`config.mk`:
```
export PLATFORM = sky130hd
export DESIGN_NAME = pcb_config_header
export DESIGN_NICKNAME = d
export VERILOG_FILES = /design/src/pcb_pkg.sv /design/src/pcb_config_header.sv /design/src/pcb_vga_palette_decode.sv
export VERILOG_INCLUDE_DIRS = /design/src
export SDC_FILE = /design/constraint.sdc
export NUM_CORES = 1
export LEC_CHECK = 0
export BUFFER_PORTS_ARGS = -buffer_cell sky130_fd_sc_hd__buf_2
export CAP_MARGIN = 30
export CORE_MARGIN = 1
export CORE_UTILIZATION = 30
export CTS_CLUSTER_SIZE = 10
export DETAILED_ROUTE_END_ITERATION = 10
export PLACE_DENSITY = 0.81
export SLEW_MARGIN = 30
export SYNTH_ARGS = -nofsm -noshare
export SYNTH_HDL_FRONTEND = slang
export SYNTH_SLANG_ARGS = --single-unit
```
`constraint.sdc`:
```
create_clock -name i_clock -period 2 [get_ports i_clock]
set_input_delay 0.4 -clock i_clock [delete_from_list [all_inputs] [get_ports i_clock]]
set_output_delay 0.4 -clock i_clock [all_outputs]
set_load 0.005 [all_outputs]
```
`src/pcb_params.svh`:
```
// offsets, field positions, reset values and decode constants
`ifndef PCB_PARAMS_SVH
`define PCB_PARAMS_SVH

`define PCB_OFS_IDENT 6'h00
`define PCB_OFS_CMD_STAT 6'h01

`define PCB_MAKER_LSB 0
`define PCB_PART_LSB 16
`define PCB_STATUS_LSB 16

`define PCB_CMD_IO_EN 0
`define PCB_CMD_MEM_EN 1
`define PCB_CMD_MASTER_EN 2
`define PCB_CMD_SPECIAL 3
`define PCB_CMD_MWI 4
`define PCB_CMD_VGA_SNOOP 5
`define PCB_CMD_PARITY_RESP 6
`define PCB_CMD_WAIT_CTL 7
`define PCB_CMD_SERR_EN 8
`define PCB_CMD_FAST_B2B 9

`define PCB_CMD_RESET 16'h0000
`define PCB_CMD_WRITE_MASK 16'h0167

`define PCB_VGA_PAL_MASK 10'h3c6
`define PCB_VGA_PAL_READ 10'h3c7
`define PCB_VGA_PAL_WRITE 10'h3c8
`define PCB_VGA_PAL_DATA 10'h3c9

`endif

```
`src/pcb_pkg.sv`:
```
// types shared by the primary configuration header logic
package pcb_pkg;

  typedef logic [31:0] pcb_dword_t;
  typedef logic [15:0] pcb_half_t;
  typedef logic [5:0] pcb_offset_t;

  typedef enum logic [1:0] {
    PCB_IDLE,
    PCB_ANSWER
  } pcb_cfg_state_t;

endpackage : pcb_pkg

```
`src/pcb_config_header.sv`:
```
// primary configuration header: identity and primary command register
//
// Behaviour
// each low byte enable selects one byte of the addressed dword
// reserved fields and registers read as zero and are read-only
// dword 0x00 bits 15:0 hold the fixed maker identification
// dword 0x00 bits 31:16 hold the fixed part identification
// command bit 0 gates primary i/o response; resets to 0
// command bit 1 gates primary memory response; resets to 0
// command bit 2 gates secondary claims and primary initiation; configuration claims and initiations bypass it
// command bit 3 reads zero; special cycles are ignored
// command bit 4 reads zero; invalidate writes only forwarded
// palette write: i/o write, low bits 3c6/3c8/3c9, top half zero
// command bit 5 positively decodes and forwards palette writes
// bit 6 clear: no parity-error drive, no report, no address serr
// bit 6 set: parity-error drive, report bit, address serr allowed
// command bit 7 reads zero; no address or data stepping
// system-error pin driven only while bit 8 is set; resets 0
// command bit 9 reads zero; no fast back-to-back generation
// software programs the command register before relying on it
// only type 0 configuration cycles reach it; bits 7:2 pick dword
// writes to read-only and reserved bits are ignored
`timescale 1ns/1ps
`include "pcb_params.svh"

module pcb_config_header #(
  parameter logic [15:0] MAKER_ID = 16'h5a5a, // arbitrary value
  parameter logic [15:0] PART_ID = 16'ha5a5, // arbitrary value
  parameter int ADDR_W = 32
) (
  input wire logic i_clock,
  input wire logic i_rstn,
  // configuration data phase, one cycle per dword
  input wire logic i_cfg_valid,
  input wire logic i_cfg_type0,
  input wire logic i_cfg_write,
  input wire logic [5:0] i_cfg_dword,
  input wire logic [3:0] i_primary_cmd_byte_enable_n,
  input wire logic [31:0] i_cfg_wdata,
  input wire logic [15:0] i_primary_status,
  output logic o_cfg_done,
  output logic o_cfg_hit,
  output logic [31:0] o_cfg_rdata,
  output logic [15:0] o_primary_command,
  // primary-side target decode
  input wire logic i_pri_txn_valid,
  input wire logic i_pri_txn_io,
  input wire logic i_pri_txn_write,
  input wire logic [ADDR_W-1:0] i_pri_txn_addr,
  input wire logic i_pri_in_io_window,
  input wire logic i_pri_in_mem_window,
  output logic o_pri_claim_io,
  output logic o_pri_claim_mem,
  output logic o_pri_claim_vga,
  // secondary-side decode and primary initiation
  input wire logic i_sec_txn_valid,
  input wire logic i_sec_txn_config,
  input wire logic i_sec_txn_hit,
  input wire logic i_pri_init_req,
  input wire logic i_pri_init_config,
  output logic o_sec_claim,
  output logic o_pri_init_grant,
  // error reporting on the primary bus
  input wire logic i_data_parity_err,
  input wire logic i_pri_bus_master,
  input wire logic i_perr_seen,
  input wire logic i_addr_parity_err,
  input wire logic i_serr_event,
  output logic o_primary_parity_error_n_out,
  output logic o_primary_parity_error_n_oe_n,
  output logic o_primary_system_error_n_out,
  output logic o_primary_system_error_n_oe_n,
  output logic o_data_parity_reported_set,
  output logic o_system_error_signaled_set
);

  ////////////////////////////////////////////////////////////////////////////
  // state
  pcb_pkg::pcb_cfg_state_t cfg_state;
  pcb_pkg::pcb_cfg_state_t next_cfg_state;
  pcb_pkg::pcb_half_t command;
  pcb_pkg::pcb_half_t next_command;
  pcb_pkg::pcb_dword_t read_word;
  pcb_pkg::pcb_dword_t byte_mask;
  pcb_pkg::pcb_dword_t masked_wdata;
  pcb_pkg::pcb_half_t write_bits;
  logic cfg_take;
  logic cfg_write_cmd;
  logic offset_known;
  logic palette_write;

  logic io_en;
  logic mem_en;
  logic master_en;
  logic vga_snoop;
  logic parity_resp;
  logic serr_en;

  ////////////////////////////////////////////////////////////////////////////
  // configuration access decode
  assign cfg_take = i_cfg_valid && i_cfg_type0;
  assign offset_known = (i_cfg_dword == `PCB_OFS_IDENT) ||
                        (i_cfg_dword == `PCB_OFS_CMD_STAT);

  // a low enable selects its byte lane
  always_comb begin
    for (int b = 0; b < 4; b++) begin
      byte_mask[8*b +: 8] = {8{~i_primary_cmd_byte_enable_n[b]}};
    end
  end

  assign masked_wdata = i_cfg_wdata & byte_mask;
  assign cfg_write_cmd = cfg_take && i_cfg_write &&
                         (i_cfg_dword == `PCB_OFS_CMD_STAT);

  // read-only and reserved bits keep their value
  assign write_bits = byte_mask[15:0] & `PCB_CMD_WRITE_MASK;

  always_comb begin
    next_command = command;
    if (cfg_write_cmd) begin
      next_command = (command & ~write_bits) |
                     (masked_wdata[15:0] & write_bits);
    end
  end

  ////////////////////////////////////////////////////////////////////////////
  // primary command register
  always_ff @(posedge i_clock) begin
    if (!i_rstn) begin
      command <= `PCB_CMD_RESET;
    end else begin
      command <= next_command;
    end
  end

  assign io_en = command[`PCB_CMD_IO_EN];
  assign mem_en = command[`PCB_CMD_MEM_EN];
  assign master_en = command[`PCB_CMD_MASTER_EN];
  assign vga_snoop = command[`PCB_CMD_VGA_SNOOP];
  assign parity_resp = command[`PCB_CMD_PARITY_RESP];
  assign serr_en = command[`PCB_CMD_SERR_EN];
  assign o_primary_command = command;

  ////////////////////////////////////////////////////////////////////////////
  // read data assembly
  always_comb begin
    read_word = '0;
    if (i_cfg_dword == `PCB_OFS_IDENT) begin
      read_word[`PCB_MAKER_LSB +: 16] = MAKER_ID;
      read_word[`PCB_PART_LSB +: 16] = PART_ID;
    end else if (i_cfg_dword == `PCB_OFS_CMD_STAT) begin
      // bits 3 4 7 9 and 15:10 are never set in the register
      read_word[15:0] = command;
      read_word[`PCB_STATUS_LSB +: 16] = i_primary_status;
    end
  end

  ////////////////////////////////////////////////////////////////////////////
  // answer sequencing
  always_comb begin
    case (cfg_state)
      pcb_pkg::PCB_IDLE: begin
        next_cfg_state = cfg_take ? pcb_pkg::PCB_ANSWER : pcb_pkg::PCB_IDLE;
      end
      pcb_pkg::PCB_ANSWER: begin
        next_cfg_state = cfg_take ? pcb_pkg::PCB_ANSWER : pcb_pkg::PCB_IDLE;
      end
      default: begin
        next_cfg_state = pcb_pkg::PCB_IDLE;
      end
    endcase
  end

  always_ff @(posedge i_clock) begin
    if (!i_rstn) begin
      cfg_state <= pcb_pkg::PCB_IDLE;
    end else begin
      cfg_state <= next_cfg_state;
    end
  end

  assign o_cfg_done = (cfg_state == pcb_pkg::PCB_ANSWER);

  always_ff @(posedge i_clock) begin
    if (!i_rstn) begin
      o_cfg_rdata <= 32'h0000_0000;
      o_cfg_hit <= 1'b0;
    end else if (cfg_take) begin
      o_cfg_hit <= offset_known;
      if (i_cfg_write) begin
        o_cfg_rdata <= 32'h0000_0000;
      end else begin
        o_cfg_rdata <= read_word & byte_mask;
      end
    end else begin
      o_cfg_hit <= 1'b0;
    end
  end

  ////////////////////////////////////////////////////////////////////////////
  // primary target claims
  pcb_vga_palette_decode #(
    .ADDR_W(ADDR_W)
  ) u_palette (
    .i_addr(i_pri_txn_addr),
    .i_io_write(i_pri_txn_io && i_pri_txn_write),
    .o_palette_write(palette_write)
  );

  always_ff @(posedge i_clock) begin
    if (!i_rstn) begin
      o_pri_claim_io <= 1'b0;
      o_pri_claim_mem <= 1'b0;
      o_pri_claim_vga <= 1'b0;
    end else begin
      o_pri_claim_io <= i_pri_txn_valid && i_pri_txn_io &&
                        io_en && i_pri_in_io_window;
      o_pri_claim_mem <= i_pri_txn_valid && !i_pri_txn_io &&
                         mem_en && i_pri_in_mem_window;
      // outside the window a palette write needs snooping on
      o_pri_claim_vga <= i_pri_txn_valid && palette_write && vga_snoop;
    end
  end

  ////////////////////////////////////////////////////////////////////////////
  // secondary claims and primary initiation
  always_ff @(posedge i_clock) begin
    if (!i_rstn) begin
      o_sec_claim <= 1'b0;
      o_pri_init_grant <= 1'b0;
    end else begin
      // configuration forwarding ignores the master enable
      o_sec_claim <= i_sec_txn_valid && i_sec_txn_hit &&
                     (master_en || i_sec_txn_config);
      o_pri_init_grant <= i_pri_init_req &&
                          (master_en || i_pri_init_config);
    end
  end

  ////////////////////////////////////////////////////////////////////////////
  // parity error pin
  always_ff @(posedge i_clock) begin
    if (!i_rstn) begin
      o_primary_parity_error_n_out <= 1'b1;
      o_primary_parity_error_n_oe_n <= 1'b1;
    end else if (i_data_parity_err && parity_resp) begin
      o_primary_parity_error_n_out <= 1'b0;
      o_primary_parity_error_n_oe_n <= 1'b0;
    end else begin
      o_primary_parity_error_n_out <= 1'b1;
      o_primary_parity_error_n_oe_n <= 1'b1;
    end
  end

  always_ff @(posedge i_clock) begin
    if (!i_rstn) begin
      o_data_parity_reported_set <= 1'b0;
    end else begin
      o_data_parity_reported_set <= i_pri_bus_master && i_perr_seen &&
                                    parity_resp;
    end
  end

  ////////////////////////////////////////////////////////////////////////////
  // system error pin
  always_ff @(posedge i_clock) begin
    if (!i_rstn) begin
      o_primary_system_error_n_out <= 1'b1;
      o_primary_system_error_n_oe_n <= 1'b1;
      o_system_error_signaled_set <= 1'b0;
    end else if (serr_en && (i_serr_event ||
                 (i_addr_parity_err && parity_resp))) begin
      o_primary_system_error_n_out <= 1'b0;
      o_primary_system_error_n_oe_n <= 1'b0;
      o_system_error_signaled_set <= 1'b1;
    end else begin
      o_primary_system_error_n_out <= 1'b1;
      o_primary_system_error_n_oe_n <= 1'b1;
      o_system_error_signaled_set <= 1'b0;
    end
  end

endmodule : pcb_config_header

```
`src/pcb_vga_palette_decode.sv`:
```
// decode of vga palette write addresses on the primary bus
`timescale 1ns/1ps
`include "pcb_params.svh"

module pcb_vga_palette_decode #(
  parameter int ADDR_W = 32
) (
  input wire logic [ADDR_W-1:0] i_addr,
  input wire logic i_io_write,
  output logic o_palette_write
);

  logic [9:0] low_bits;
  logic upper_zero;
  logic low_match;

  assign low_bits = i_addr[9:0];
  // bits 15:10 are not decoded
  assign upper_zero = (i_addr[ADDR_W-1:16] == '0);
  assign low_match = (low_bits == `PCB_VGA_PAL_MASK) ||
                     (low_bits == `PCB_VGA_PAL_WRITE) ||
                     (low_bits == `PCB_VGA_PAL_DATA);
  assign o_palette_write = i_io_write && upper_zero && low_match;

endmodule : pcb_vga_palette_decode

```
==> summary.md <==
| Metric | Value |
|---|---|
| Worst reg-to-reg setup slack | `1000 ps` |
| Flip-flop and latch count after synthesis | `41` |
| Longest Clk Path Bufs | `2` |
| # rows | `27` |
| Pre-antenna DRT Iters | `6` |
| Total clock buffers created by CTS | `5` |
| Power per Cell Area | `around 710 nW/um2` |
| Number of DRC violations after detailed-routing iteration 0 | `45` |
| Die Wd | `roughly 77 um` |
| Final critical-path required period | `~1600 ps` |
| Synthesized instance count | `between 150 and 200` |
| Crit Path Max Fanout | `5` |
| Number of levels in the clock H-tree | `2` |
| Post-Synthesis Mean Instance Area | `9.995 um2` |
| Post-Route Skew | `approximately 3.6 ps` |
| Nets | `around 400` |
| Worst setup slack after layout | `between 400 and 500 ps` |
| Period utilization | `0.7934` |
| Average detailed-routed wire length per instance | `12.14 um` |
| Aggregate routed wire length | `about 4500 um` |
| Initial antenna violation count | `0` |
| Worst-Margin Slew | `roughly 900 ps` |
| Area enclosed by the die boundary | `roughly 6000 um2` |
| Input/output buffers | `about 120` |
| Sequential-to-total area share from yosys stat | `0.4831` |
| Effective utilization at floorplan | `0.3105` |
| Post-CTS Setup Bufs | `0` |
| FILL cells | `533` |
| Worst slew margin | `0.3996` |
| Startpoint Class | `input port` |
| Worst path top cell family by delay | `simple AND/OR/NAND/NOR gates` |
| Cell at the root of the clock tree | `clkbuf_8` |
| Number of warnings printed during yosys synthesis | `0` |
| Critical path's slowest cell | `or4_4` |
| Most common cell after layout, fill and taps aside | `buf_2` |
| Final Non-Filler Cells | `roughly 370` |
| Number of hold-repair buffers added at the cts stage | `0` |
| Global-route wire length before repair | `between 7000 and 8000 um` |
| Maximum number of pins on one net before global-route repair | `25` |
| Placed cell count | `between 300 and 400` |
| Core box area | `5473 um2` |
| Vertical die dimension | `77.26 um` |
| I/O pin total | `171` |
| Class of the most critical setup path | `in -> reg` |
| Outcome | `complete, no violations` |
| Via count of the first global-routing pass | `between 1.5k and 2k` |
| Post-layout util | `0.4497` |
| Largest stage delay, worst path | `approximately 570 ps` |
| Post-Place Setup Slack | `108.6 ps` |
| Path category of the worst min-delay check | `in -> reg` |
| Max Slew Vio Count | `0` |
| Kind of end point of the critical path | `flip-flop` |
| Highest-count cells in the layout ignoring fill and taps | `124 x buf_2, 41 x dfxtp_1, 20 x a22o_1` |
| Sum Neg Setup Slack | `0 ps` |
| Share of layout cells above drive strength 1 | `0.4814` |
| Cell area after synthesis | `between 1500 and 2000 um2` |
| Final cell area excluding filler cells | `2461 um2` |
| Hold violation total from the final report | `0` |
| Placed cell areas | `2327 um2` |
| Antenna diode count | `0` |
| HPWL after DPL | `between 3000 and 4000 um` |
| Total congestion overflow | `0` |
| Placer Congestion | `approximately 0.8` |
| Setup violation total in the final timing report | `0` |
| # clock sinks | `~40` |
| Unrepaired setup endpoints after global routing | `no` |
| Count of maximum capacitance violations | `0` |
| Area growth from synthesis to layout | `44.85%` |
| Number of design rule violations left after detail routing | `0` |
| Buffers & Inverters on Critical Path | `1` |
| Total chip power | `between 1.5 and 2 mW` |
| Clock Latency Late Sink | `290 ps` |
| Post-cts resize count | `0` |
| Total leakage power | `~1.3 nW` |
| Vias after detailed routing | `1675` |
| Top achievable clock speed | `about 630 MHz` |
| CTS tree | `done` |
| Count of distinct cell types in the synthesized netlist | `31` |
| Worst-case vdd ir drop | `approximately 280 uV` |
| ANT nets after route | `0` |
| Critical-path cell list | `buf_2, or4b_4, or4_4, mux2i_1` |
| Worst hold margin | `between 200 and 300 ps` |
| Worst EP arrival | `1760 ps` |
| Clock-pin transition on the worst setup and hold timing paths | `around 80 ps` |
| Global routing usage summed across all routing layers | `0.1516` |
| Required time of the worst setup path | `2180 ps` |
| DR vias/cell | `approximately 4.6` |
[cell usage after synthesis (all sizes together)]
master,instances,share of area
nor4bb,1,0.0059
a21oi,1,0.0029
nor4,9,0.033
and2b,1,0.0044
and2,2,0.0074
nand4b,1,0.0052
mux2i,6,0.035
a22o,20,0.10
and3,3,0.011
buf,21,0.095
dfxtp,41,0.48
a32o,4,0.024
or4,4,0.020
nand2b,11,0.041
nand2,16,0.035
o2111a,1,0.0066
nor3b,1,0.0044
nand3,2,0.0059
o211a,1,0.0059
nor4b,1,0.0052
or4b,1,0.0081
nor2,7,0.015
conb,1,0.0022
and4b,1,0.0059
nand4,2,0.0074
clkbuf,6,0.013
or2,1,0.0037
inv,2,0.0044
nor3,2,0.0059
[logic make-up (layout without fill, tap and decap cells)]
logic type | Yosys count | in the layout | share of synthesized area
flops | 41 | 41 | 0.4831
compound gates | 27 | 27 | 0.1421
other cells | 1 | 14 | 0.002207
buf+inv | 29 | 141 | 0.1127
mux | 6 | 6 | 0.03535
simple gates | 66 | 66 | 0.2246
[metal layers]
layer  GRT usage  vias to the layer above  share of wire
met2      0.2407                       68           0.48
met1      0.1914                      773           0.44
met4     0.06415                        0          0.015
li1            -                      828              -
met5           0                        -              0
met3     0.04167                        6          0.065
[power by group]
| part | total (mW) | internal, mW | switching [mW] |
|---|---|---|---|
| Combinational | 0.143 | 0.0750 | 0.0683 |
| Clock | 0.786 | 0.496 | 0.290 |
| Sequential | 0.819 | 0.818 | 0.000765 |
[final timing paths]
| path | depth (start not counted) | from | endpoint |
|---|---|---|---|
| worst max-delay path | 4 | i_cfg_dword[1] | flip-flop |
| worst min-delay path | 2 | i_pri_txn_io | o_pri_claim_mem |
| worst max register to register | 3 | flip-flop | o_pri_claim_vga |
| worst min register to register | 1 | o_cfg_rdata[5] | o_cfg_rdata[5] |
[cell type report]
type                    instances  area [um2]  area share
clock buffers                   5       68.82     0.02796
clock inverters                 3       65.06     0.02644
multi-input cells             113       735.7      0.2989
well taps                      72       90.09     0.03660
inverters                       2       7.507    0.003050
flip-flops and latches         41       820.8      0.3335
repair buffers                131       673.1      0.2735
(Power assumes the default switching activity.)
